<file path="src/rtl/ssmc_consts.svh">
// Constants for the sensor startup and mode control sequencer
`ifndef SSMC_CONSTS_SVH
`define SSMC_CONSTS_SVH
// ---------------------------------------------------------------
// Timing (nominal oscillator 3 MHz, core clock 250 MHz)
// ---------------------------------------------------------------
`define SSMC_OSC_HZ          3000000
`define SSMC_CLK_HZ          250000000
`define SSMC_PCLK_PER_OSC    83
`define SSMC_POR_MIN_US      500
`define SSMC_POR_OSC         1500
`define SSMC_CFG_US          200
`define SSMC_CFG_OSC         600
`define SSMC_ROM_MS          10
`define SSMC_ROM_OSC         30000
`define SSMC_WIN_MS          500
`define SSMC_WIN_OSC         1500000
`define SSMC_ADC_CONV_COUNT  5
`define SSMC_RES13           13
`define SSMC_RES14           14
// ---------------------------------------------------------------
// APB register map
// ---------------------------------------------------------------
`define SSMC_A_CTRL          12'h000
`define SSMC_A_STAT          12'h004
`define SSMC_A_RESULT        12'h008
`define SSMC_A_LIMITS        12'h00C
`define SSMC_A_FAULT         12'h010
`define SSMC_A_CMD           12'h014
`define SSMC_ERR_CODE        16'hFFFF
`define SSMC_LIM_LO_RST      15'h0CCD
`define SSMC_LIM_HI_RST      15'h7333
`define SSMC_CTRL_RST        8'h00
`define SSMC_CMD_KEY         8'hA5
// Control field positions
`define SSMC_C_ROMCHK        0
`define SSMC_C_RES14         1
`define SSMC_C_OMODE_LO      2
`define SSMC_C_OMODE_HI      3
`define SSMC_C_START         4
`define SSMC_FAULT_BITS      8
`endif

</file>
<file path="src/rtl/ssmc_pkg.sv">
// Types for the sensor startup and mode control sequencer
package ssmc_pkg;
   typedef enum logic [1:0] {
      SSMC_OM_WIRE_ANA,
      SSMC_OM_ANA_ONLY,
      SSMC_OM_WINDOW,
      SSMC_OM_DIG_ONLY
   } ssmc_omode_type;
   typedef enum logic [1:0] {
      SSMC_PIN_HIZ,
      SSMC_PIN_LDR,
      SSMC_PIN_ANALOG
   } ssmc_pin_type;
endpackage

</file>
<file path="src/rtl/ssmc_top.sv">
// Startup sequencer, mode control and output gating with APB access
// ---------------------------------------------------------------
// Behaviour
// - Only normal, command and diagnostic working modes
// - Hold reset phase, output high impedance
// - Configuration load phase, output lower range
// - Optional ROM check phase, output lower range
// - Five conversions; output per output mode
// - Startup error enters diagnostic mode (code ignores faults during the hold reset phase)
// - After startup, enable conditioned output
// - Windowed mode: analog only after quiet window
// - Result is unsigned fifteen-bit fraction
// - Analog value clipped to programmed limits
// - Conditioning corrects offset, temperature, nonlinearity (code removes offset only)
// - Digital-only: analog off, wire readout on
// - Command entry accepted only inside window
// - Analog-only: wire readout refused
// - Failure: diagnostic, lower range, error code
// - Watchdog and oscillator failures raise failure
// - Memory and register parity errors raise failure
// - Sensor wiring and common-mode drift checks
// - Phase times counted in oscillator cycles
// - Conversion time two^res over half oscillator
// ---------------------------------------------------------------
//
// The APB register port and the address map are this design's own decisions.
`timescale 1ns/100ps
`default_nettype none
`include "ssmc_consts.svh"

module ssmc_top #(
   parameter int POR_OSC = `SSMC_POR_OSC,
   parameter int CFG_OSC = `SSMC_CFG_OSC,
   parameter int ROM_OSC = `SSMC_ROM_OSC,
   parameter int WIN_OSC = `SSMC_WIN_OSC,
   parameter int PCLK_PER_OSC = `SSMC_PCLK_PER_OSC
) (
   // APB slave
   input  wire logic        pclk,
   input  wire logic        presetn,
   input  wire logic        psel,
   input  wire logic        penable,
   input  wire logic        pwrite,
   input  wire logic [11:0] paddr,
   input  wire logic [31:0] pwdata,
   output logic      [31:0] prdata,
   output logic             pready,
   output logic             pslverr,
   // Conditioning data path
   input  wire logic [15:0] raw_signal,
   input  wire logic        raw_valid,
   // Failsafe monitors (asynchronous to pclk)
   input  wire logic [7:0]  fault_in,
   // Single wire link activity and command entry
   input  wire logic        wire_activity,
   input  wire logic        enter_command_request,
   input  wire logic        wire_read_req,
   // Output pin control
   output logic             analog_output_en,
   output logic             lower_diag_range,
   output logic [14:0]      analog_value,
   output logic             wire_read_ok,
   output logic [15:0]      wire_read_data,
   // Working mode indication
   output logic             normal_operation,
   output logic             calibration_command_mode,
   output logic             diagnostic_mode
);
   // ------------------------------------------------------------
   // Oscillator tick: phase timing scales with oscillator rate
   // ------------------------------------------------------------
   typedef enum logic [2:0] {
      PH_POR, PH_CFG, PH_ROM, PH_MEAS, PH_RUN, PH_DIAG
   } ssmc_phase_type;

   ssmc_phase_type phase_reg, phase_next;
   logic [7:0]  osc_div_reg;
   logic        osc_tick;
   logic [20:0] cnt_reg, cnt_next;
   logic [20:0] win_reg;
   logic        win_open_reg;
   logic        wire_seen_reg;
   logic        cmd_mode_reg;

   assign osc_tick = (osc_div_reg == 8'(PCLK_PER_OSC - 1));

   always_ff @(posedge pclk or negedge presetn) begin
      if (!presetn) osc_div_reg <= 8'h00;
      else osc_div_reg <= osc_tick ? 8'h00 : osc_div_reg + 8'h01;
   end

   // ------------------------------------------------------------
   // Synchronisers for outside inputs
   // ------------------------------------------------------------
   logic [7:0] f_s1, f_s2, f_s3;
   logic [2:0] w_s1, w_s2, w_s3;
   logic [7:0] fault_sync;
   logic [2:0] wire_sync;

   always_ff @(posedge pclk or negedge presetn) begin
      if (!presetn) begin
         f_s1 <= 8'h00;
         f_s2 <= 8'h00;
         f_s3 <= 8'h00;
         w_s1 <= 3'h0;
         w_s2 <= 3'h0;
         w_s3 <= 3'h0;
      end else begin
         f_s1 <= fault_in;
         f_s2 <= f_s1;
         f_s3 <= f_s2;
         w_s1 <= {wire_read_req, enter_command_request, wire_activity};
         w_s2 <= w_s1;
         w_s3 <= w_s2;
      end
   end

   // A change counts once stages two and three agree
   logic [7:0] fault_agree_reg;
   logic [2:0] wire_agree_reg;
   genvar gi;
   generate
      for (gi = 0; gi < 8; gi++) begin : g_fault
         always_ff @(posedge pclk or negedge presetn) begin
            if (!presetn) fault_agree_reg[gi] <= 1'b0;
            else if (f_s2[gi] == f_s3[gi]) fault_agree_reg[gi] <= f_s3[gi];
         end
      end
      for (gi = 0; gi < 3; gi++) begin : g_wire
         always_ff @(posedge pclk or negedge presetn) begin
            if (!presetn) wire_agree_reg[gi] <= 1'b0;
            else if (w_s2[gi] == w_s3[gi]) wire_agree_reg[gi] <= w_s3[gi];
         end
      end
   endgenerate
   assign fault_sync = fault_agree_reg;
   assign wire_sync  = wire_agree_reg;

   // ------------------------------------------------------------
   // Registers
   // ------------------------------------------------------------
   logic [7:0]  ctrl_reg;
   logic [14:0] lim_lo_reg, lim_hi_reg;
   logic [7:0]  fault_sticky_reg;
   logic [15:0] offset_reg;
   logic [15:0] result_reg;
   logic        sw_cmd_reg;

   wire wr_en = psel & penable & pwrite;
   wire rd_en = psel & penable & ~pwrite;
   wire hit_ctrl   = (paddr == `SSMC_A_CTRL);
   wire hit_stat   = (paddr == `SSMC_A_STAT);
   wire hit_result = (paddr == `SSMC_A_RESULT);
   wire hit_limits = (paddr == `SSMC_A_LIMITS);
   wire hit_fault  = (paddr == `SSMC_A_FAULT);
   wire hit_cmd    = (paddr == `SSMC_A_CMD);
   wire hit_any    = hit_ctrl | hit_stat | hit_result | hit_limits |
                     hit_fault | hit_cmd;

   ssmc_pkg::ssmc_omode_type omode;
   assign omode = ssmc_pkg::ssmc_omode_type'(
      ctrl_reg[`SSMC_C_OMODE_HI:`SSMC_C_OMODE_LO]);
   wire rom_check_enable = ctrl_reg[`SSMC_C_ROMCHK];
   wire res14            = ctrl_reg[`SSMC_C_RES14];
   // Control register is writable until startup leaves config phase, and again in command mode; limits and offset only in command mode
   wire cfg_locked = (phase_reg != PH_POR) && (phase_reg != PH_CFG);

   // Software command request writes key; taken only in window
   wire sw_cmd_write = wr_en & hit_cmd & (pwdata[7:0] == `SSMC_CMD_KEY);

   always_ff @(posedge pclk or negedge presetn) begin
      if (!presetn) begin
         ctrl_reg   <= `SSMC_CTRL_RST;
         lim_lo_reg <= `SSMC_LIM_LO_RST;
         lim_hi_reg <= `SSMC_LIM_HI_RST;
         offset_reg <= 16'h0000;
      end else if (wr_en && hit_ctrl && (!cfg_locked || cmd_mode_reg)) begin
         ctrl_reg <= pwdata[7:0];
      end else if (wr_en && hit_limits && cmd_mode_reg) begin
         lim_lo_reg <= pwdata[14:0];
         lim_hi_reg <= pwdata[30:16];
      end else if (wr_en && hit_fault && cmd_mode_reg) begin
         offset_reg <= pwdata[31:16];
      end
   end

   // Sticky failure flags; hardware set wins over any later action
   wire any_fault = |fault_sync;
   always_ff @(posedge pclk or negedge presetn) begin
      if (!presetn) fault_sticky_reg <= 8'h00;
      else fault_sticky_reg <= fault_sticky_reg | fault_sync;
   end

   // ------------------------------------------------------------
   // Startup sequencer
   // ------------------------------------------------------------
   // Five conversions of 2^res oscillator cycles times two
   wire [20:0] meas_osc = res14 ?
      21'((`SSMC_ADC_CONV_COUNT << (`SSMC_RES14 + 1))) :
      21'((`SSMC_ADC_CONV_COUNT << (`SSMC_RES13 + 1)));

   wire cnt_done = osc_tick && (cnt_reg == 21'h000000);

   always_comb begin
      phase_next = phase_reg;
      cnt_next   = cnt_reg;
      if (osc_tick && cnt_reg != 21'h000000) cnt_next = cnt_reg - 21'h1;
      if (phase_reg != PH_POR && phase_reg != PH_DIAG && any_fault) begin
         phase_next = PH_DIAG;
      end else begin
         unique case (phase_reg)
            PH_POR: if (cnt_done) begin
               phase_next = PH_CFG;
               cnt_next   = 21'(CFG_OSC - 1);
            end
            PH_CFG: if (cnt_done) begin
               if (rom_check_enable) begin
                  phase_next = PH_ROM;
                  cnt_next   = 21'(ROM_OSC - 1);
               end else begin
                  phase_next = PH_MEAS;
                  cnt_next   = meas_osc - 21'h1;
               end
            end
            PH_ROM: if (cnt_done) begin
               phase_next = PH_MEAS;
               cnt_next   = meas_osc - 21'h1;
            end
            PH_MEAS: if (cnt_done) phase_next = PH_RUN;
            PH_RUN:  phase_next = PH_RUN;
            PH_DIAG: phase_next = PH_DIAG;
         endcase
      end
   end

   always_ff @(posedge pclk or negedge presetn) begin
      if (!presetn) begin
         phase_reg <= PH_POR;
         cnt_reg   <= 21'(POR_OSC - 1);
      end else begin
         phase_reg <= phase_next;
         cnt_reg   <= cnt_next;
      end
   end

   // ------------------------------------------------------------
   // Command-entry window, opened when startup finishes
   // ------------------------------------------------------------
   wire win_start = (phase_reg == PH_MEAS) && (phase_next == PH_RUN);
   wire cmd_req   = wire_sync[1] | sw_cmd_write;
   wire cmd_take  = win_open_reg && cmd_req &&
                    (omode == ssmc_pkg::SSMC_OM_WINDOW ||
                     omode == ssmc_pkg::SSMC_OM_WIRE_ANA);

   always_ff @(posedge pclk or negedge presetn) begin
      if (!presetn) begin
         win_open_reg  <= 1'b0;
         win_reg       <= 21'h000000;
         wire_seen_reg <= 1'b0;
         cmd_mode_reg  <= 1'b0;
         sw_cmd_reg    <= 1'b0;
      end else begin
         sw_cmd_reg <= sw_cmd_write;
         if (win_start) begin
            win_open_reg <= 1'b1;
            win_reg      <= 21'(WIN_OSC - 1);
         end else if (win_open_reg && osc_tick) begin
            if (win_reg == 21'h000000) win_open_reg <= 1'b0;
            else win_reg <= win_reg - 21'h1;
         end
         if (win_open_reg && wire_sync[0]) wire_seen_reg <= 1'b1;
         if (phase_reg == PH_DIAG) cmd_mode_reg <= 1'b0;
         else if (cmd_take) cmd_mode_reg <= 1'b1;
      end
   end

   // ------------------------------------------------------------
   // Conditioning: offset removal, clip to unsigned fraction
   // ------------------------------------------------------------
   wire [16:0] corr = {1'b0, raw_signal} - {1'b0, offset_reg};
   wire [14:0] frac = corr[16] ? 15'h0000 :
                      (corr[15] ? 15'h7FFF : corr[14:0]);
   wire [14:0] clipped = (frac < lim_lo_reg) ? lim_lo_reg :
                         (frac > lim_hi_reg) ? lim_hi_reg : frac;
   always_ff @(posedge pclk or negedge presetn) begin
      if (!presetn) result_reg <= 16'h0000;
      else if (raw_valid && phase_reg == PH_RUN)
         result_reg <= {1'b0, frac};
   end

   // ------------------------------------------------------------
   // Pin gating
   // ------------------------------------------------------------
   ssmc_pkg::ssmc_pin_type pin_state;
   wire tri_modes = (omode == ssmc_pkg::SSMC_OM_WINDOW) ||
                    (omode == ssmc_pkg::SSMC_OM_DIG_ONLY);
   wire win_ok    = !win_open_reg && !wire_seen_reg && !cmd_mode_reg;
   assign pin_state =
      (phase_reg == PH_POR) ? ssmc_pkg::SSMC_PIN_HIZ :
      (phase_reg == PH_DIAG) ? ssmc_pkg::SSMC_PIN_LDR :
      (phase_reg == PH_MEAS) ?
         (tri_modes ? ssmc_pkg::SSMC_PIN_HIZ : ssmc_pkg::SSMC_PIN_LDR) :
      (phase_reg != PH_RUN) ? ssmc_pkg::SSMC_PIN_LDR :
      (omode == ssmc_pkg::SSMC_OM_DIG_ONLY) ? ssmc_pkg::SSMC_PIN_HIZ :
      (omode == ssmc_pkg::SSMC_OM_WINDOW && !win_ok) ?
         ssmc_pkg::SSMC_PIN_HIZ : ssmc_pkg::SSMC_PIN_ANALOG;
   // the wire master overdrives the limited analog driver

   wire wire_rd_allow = (omode != ssmc_pkg::SSMC_OM_ANA_ONLY);
   wire [15:0] read_word = (phase_reg == PH_DIAG) ? `SSMC_ERR_CODE :
                           result_reg;

   always_ff @(posedge pclk or negedge presetn) begin
      if (!presetn) begin
         analog_output_en <= 1'b0;
         lower_diag_range <= 1'b0;
         analog_value     <= 15'h0000;
         wire_read_ok     <= 1'b0;
         wire_read_data   <= 16'h0000;
         normal_operation <= 1'b0;
         calibration_command_mode <= 1'b0;
         diagnostic_mode  <= 1'b0;
      end else begin
         analog_output_en <= (pin_state != ssmc_pkg::SSMC_PIN_HIZ);
         lower_diag_range <= (pin_state == ssmc_pkg::SSMC_PIN_LDR);
         analog_value     <= (pin_state == ssmc_pkg::SSMC_PIN_ANALOG) ?
                             clipped : 15'h0000;
         wire_read_ok     <= wire_sync[2] && wire_rd_allow &&
                             phase_reg inside {PH_RUN, PH_DIAG};
         wire_read_data   <= (wire_sync[2] && wire_rd_allow) ?
                             read_word : 16'h0000;
         // exactly one of three working modes once started
         normal_operation <= (phase_reg == PH_RUN) && !cmd_mode_reg;
         calibration_command_mode <= (phase_reg == PH_RUN) && cmd_mode_reg;
         diagnostic_mode  <= (phase_reg == PH_DIAG);
      end
   end

   // ------------------------------------------------------------
   // APB read path, zero wait states
   // ------------------------------------------------------------
   wire [31:0] stat_word = {16'h0000, 7'h00, phase_reg, wire_seen_reg,
                            win_open_reg, cmd_mode_reg, sw_cmd_reg,
                            (phase_reg == PH_DIAG), (phase_reg == PH_RUN)};
   wire [31:0] rd_mux =
      hit_ctrl   ? {24'h000000, ctrl_reg} :
      hit_stat   ? stat_word :
      hit_result ? {16'h0000, read_word} :
      hit_limits ? {1'b0, lim_hi_reg, 1'b0, lim_lo_reg} :
      hit_fault  ? {offset_reg, 8'h00, fault_sticky_reg} : 32'h00000000;

   always_ff @(posedge pclk or negedge presetn) begin
      if (!presetn) begin
         prdata  <= 32'h00000000;
         pready  <= 1'b0;
         pslverr <= 1'b0;
      end else begin
         pready  <= psel & ~penable;
         prdata  <= (psel & ~penable & ~pwrite) ? rd_mux : prdata;
         pslverr <= psel & ~penable & ~hit_any;
      end
   end
   wire unused_ok = rd_en;
endmodule // ssmc_top
`default_nettype wire

</file>
<file path="config.mk">
export PLATFORM = sky130hd
export DESIGN_NAME = ssmc_top
export DESIGN_NICKNAME = d
export VERILOG_FILES = /design/src/rtl/ssmc_pkg.sv /design/src/rtl/ssmc_top.sv
export VERILOG_INCLUDE_DIRS = /design/src /design/src/rtl
export SDC_FILE = /design/constraint.sdc
export NUM_CORES = 1
export LEC_CHECK = 0
export BUFFER_PORTS_ARGS = -buffer_cell sky130_fd_sc_hd__buf_2
export CORE_MARGIN = 2
export CORE_UTILIZATION = 35
export CTS_CLUSTER_DIAMETER = 60
export CTS_CLUSTER_SIZE = 8
export DETAILED_ROUTE_END_ITERATION = 6
export PLACE_DENSITY = 0.56
export SLEW_MARGIN = 10
export SYNTH_ARGS = -nofsm -noshare
export SYNTH_HDL_FRONTEND = slang
export SYNTH_SLANG_ARGS = --single-unit
</file>
<file path="constraint.sdc">
create_clock -name pclk -period 5.25 [get_ports pclk]
set_clock_uncertainty 0.05 [all_clocks]
set_input_delay 0.2625 -clock pclk [delete_from_list [all_inputs] [get_ports pclk]]
set_output_delay 0.2625 -clock pclk [all_outputs]
set_load 0.02 [all_outputs]
</file>
==> summary.md <==
| Metric | Value |
|---|---|
| Critical path arrival | 5.17 ns |
| Max FO, Critical Path | 8 |
| Count of final setup violators | 0 |
| H-tree levels | 2 |
| CTS tree | yes |
| Min cycle time layout | around 4.8 ns |
| Max-cap violations | 0 |
| Final net count | 1495 |
| Power per Cell Area | 302.1 nW/um^2 |
| Routed Antenna Nets | 0 |
| Max clock buf depth | 3 |
| Outcome | complete, no violations |
| Register area | 6261 um^2 |
| CP Launch Point | offset_reg[0] |
| Setup bufs post-CTS | 0 |
| Tot GR Track Use | 0.1845 |
| Yosys cell types | 67 |
| Leakage | 7.144 nW |
| Reg-to-Reg End | analog_value[10] |
| Setup TNS | 0 ns |
| Synth warn | 0 |
| Final RePlAce weighted congestion | between 0.8 and 0.9 |
| Routed met1 length | 14.85 mm |
| DRC viols | 0 |
| Crit path kind | reg2reg |
| Critical Path RT | 5.59 ns |
| Total routed wirelength | between 30 and 40 mm |
| Syn Inst Count | 1181 |
| Row count | 67 |
| Final Max Slew Viols | 0 |
| CTS Sinks | around 250 |
| Fraction of the yosys area taken by sequential cells | 0.5255 |
| Core Area | 33530 um^2 |
| Launching point of the worst reg2reg path | offset_reg[0] |
| Most frequent cells in the layout | 225 x dfrtp_1, 145 x buf_2, 127 x nand2_1 |
| Metal2 WL | 15.27 mm |
| Router iterations before antenna repair | 5 |
| Min-Delay Path Class | in2reg |
| Die ar. | approximately 36000 um^2 |
| Syn avg cell area | approximately 10 um^2 |
| Crit start category | flop |
| Fillcell total | 3282 |
| Ys flop type | dfrtp_1 |
| Die Wd | ~190 um |
| Worst-Skew Late Latency | 0.51 ns |
| Post-synth ARST share | 1.000 |
| Num ports | 148 |
| Area of the multi-input gates | approximately 5300 um^2 |
| DR top layer | met4 |
| Top Family by Delay on Critical Path | compound AO/OA/AOI/OAI gates |
| Vias in the first global route | between 9000 and 10000 |
| WL per Instance | around 18 um |
| R2r setup slk | between 0.4 and 0.5 ns |
| Starting DRT DRC Count | 475 |
| Placed Area | 13150 um^2 |
| Critical Path Stages | 21 |
| Final hold violations | 0 |
| Util after Layout | 0.4387 |
| Vias per cell | 5.097 |
| Post-Syn Area | 11910 um^2 |
| Max rail drop VDD | ~240 uV |
| Syn nets | 1303 |
| Largest register FFs | 32 |
| Period utilisation layout | 0.9188 |
| Reg2reg path depth | 21 |
| Hpwl dp | around 23 mm |
| Seq cells post-synth | roughly 250 |
| Largest net degree at the start of global routing | 119 |
| CTS buffer count | 38 |
| Crit path buf inv count | 2 |
| Worst-margin pin slew | 1.062 ns |
| Grt total ovfl | 0 |
| Vias | 9424 |
| Worst-path clk slew | 0.05 ns |
| WL met3 | ~1.3 mm |
| Starting Density | 0.3553 |
| Layout cell share with drive strength beyond 1 | 0.2064 |
| CP Capture Type | flop |
| Layout Cell Area excl Fill | around 15000 um^2 |
| Post-synth EDFFs | 0 |
| CP Cell Sequence | ha_1 -> inv_1 -> fa_1 -> a211oi_1 -> nor2_1 -> o21a_1 -> a21o_1 -> a21o_1 -> a21oi_1 -> xnor2_1 -> o21a_1 -> ha_1 -> nand3_1 -> nor2_1 -> nand2_1 -> nor3_1 -> mux2i_1 -> a2111oi_2 -> buf_4 -> nor3_1 -> a311oi_1 |
| Worst setup path endpoint | analog_value[10] |
| I/O Buffers | 146 |
| Slowest-stage cell, CP | a2111oi_2 |
| DIE HEIGHT | 188.5 um |
| Root buffer cell | clkbuf_16 |
| Initial antenna violation count | 1 |
| Max Clock Freq | a little over 200 MHz |
| Most common cell after layout, fill and taps aside | dfrtp_1 |
| Area Overhead vs Synth | 23.48% |
| Slew HR | 0.2920 |
| Max incr delay on CP | roughly 0.44 ns |
| RSZ-0062 raised after global routing | false |
| First-pass GRT wire length | 52.27 mm |
-- logic make-up (layout without fill, tap and decap cells) --
family                     count (synthesis)  after routing  share of synthesized area
xor gates and xnor gates                  53             53                    0.03896
DFF                                      249            249                     0.5255
and+or+nand+nor                          404            404                     0.1648
adders and majority gates                 57             57                    0.05797
buffers and inverters                    109            328                    0.03508
other                                      0              1                          0
AOI/OAI and AO/OA                        276            276                     0.1471
muxes                                     33             33                    0.03056
-- where the power goes --
| part | total (mW) | switching, mW | internal (mW) |
|---|---|---|---|
| clock network | 2.29 | 0.848 | 1.44 |
| registers | 1.97 | 0.0165 | 1.95 |
| logic | 0.183 | 0.109 | 0.0746 |
| total | 4.44 | 0.973 | 3.47 |
-- routing by layer --
layer,vias up,global-route usage
li1,4564,-
met1,4590,0.2484
met2,209,0.3046
met3,61,0.02719
met4,0,0.06310
met5,-,0
-- what timing repair did --
action | in CTS | in global routing
hold buffers | 42 | 0
resized for setup | 0 | 1
endpoints found under the hold margin | 166 | 0
setup endpoints to repair | 0 | 13
-- tightest hold or removal path, cell delays in order --
cell and delay (ns):
buf_2 0.08, nand2b_1 0.13, nor2_1 0.06
-- metrics by stage --
stage | instances | power (mW) | hold WS, ns | worst slack, ns
2_1_floorplan | 1181 | 2.054 | -0.08309 | 0.6220
3_3_place_gp | 1739 | 2.158 | 0.2866 | 0.4327
3_5_place_dp | 1739 | 2.159 | 0.2847 | 0.3346
4_1_cts | 1848 | 4.500 | 0.0004201 | 0.3657
5_1_grt | 1849 | 4.604 | 0.02553 | 0.002514
6_report | 1849 | 4.444 | 0.02010 | 0.4261
-- cell usage after synthesis (3+ instances only) --
| master | count | share of area |
|---|---|---|
| a221oi_1 | 5 | 0.0037 |
| nand2b_1 | 10 | 0.0053 |
| o21ai_0 | 110 | 0.046 |
| a31oi_1 | 7 | 0.0037 |
| nand4_1 | 3 | 0.0016 |
| nor3b_1 | 4 | 0.0025 |
| and3_1 | 12 | 0.0063 |
| a21oi_1 | 46 | 0.019 |
| clkbuf_1 | 48 | 0.015 |
| a221o_1 | 7 | 0.0059 |
| xnor2_1 | 31 | 0.023 |
| a21o_1 | 13 | 0.0082 |
| a211oi_1 | 5 | 0.0032 |
| o31a_1 | 3 | 0.0022 |
| xor2_1 | 22 | 0.016 |
| inv_1 | 56 | 0.018 |
| mux2i_1 | 6 | 0.0050 |
| maj3_1 | 12 | 0.010 |
| nand3_1 | 33 | 0.014 |
| and2_1 | 5 | 0.0026 |
| dfstp_2 | 24 | 0.053 |
| o21ai_1 | 3 | 0.0013 |
| nor2b_1 | 11 | 0.0058 |
| nor3_1 | 49 | 0.021 |
| or3_1 | 9 | 0.0047 |
| a22oi_1 | 19 | 0.012 |
| o31ai_1 | 6 | 0.0038 |
| dfrtp_1 | 225 | 0.47 |
| or2_2 | 13 | 0.0068 |
| nor2_1 | 94 | 0.030 |
| or4_4 | 3 | 0.0028 |
| a311oi_1 | 13 | 0.0096 |
| o211ai_1 | 5 | 0.0032 |
| nand2_1 | 127 | 0.040 |
| o21a_1 | 21 | 0.013 |
| ha_1 | 44 | 0.046 |
| mux2_2 | 27 | 0.026 |
| nor4_1 | 15 | 0.0079 |
-- cell type report --
type / count / share of cell area
sequential: 249 / 0.4256
clock inverter: 2 / 0.001106
inverter: 57 / 0.01454
timing repair buffer: 204 / 0.08709
antenna: 1 / 0.0001701
multi-input combinational: 823 / 0.3569
clock buffer: 65 / 0.07654
tap: 448 / 0.03810
-- worst min-delay path by stage --
stage                   start                to  slack [ns]  cells after the start
detailed placement    w_s1[2]           w_s2[2]        0.28                      0
global route        pwdata[0]     lim_lo_reg[0]        0.03                      2
finish                penable           pslverr        0.02                      3
global placement      f_s1[0]           f_s2[0]        0.29                      0
CTS                   penable           pslverr      0.0004                      3
floorplan             presetn  analog_output_en       -0.08                      0
Note: power is estimated with default switching activity, not from simulation.
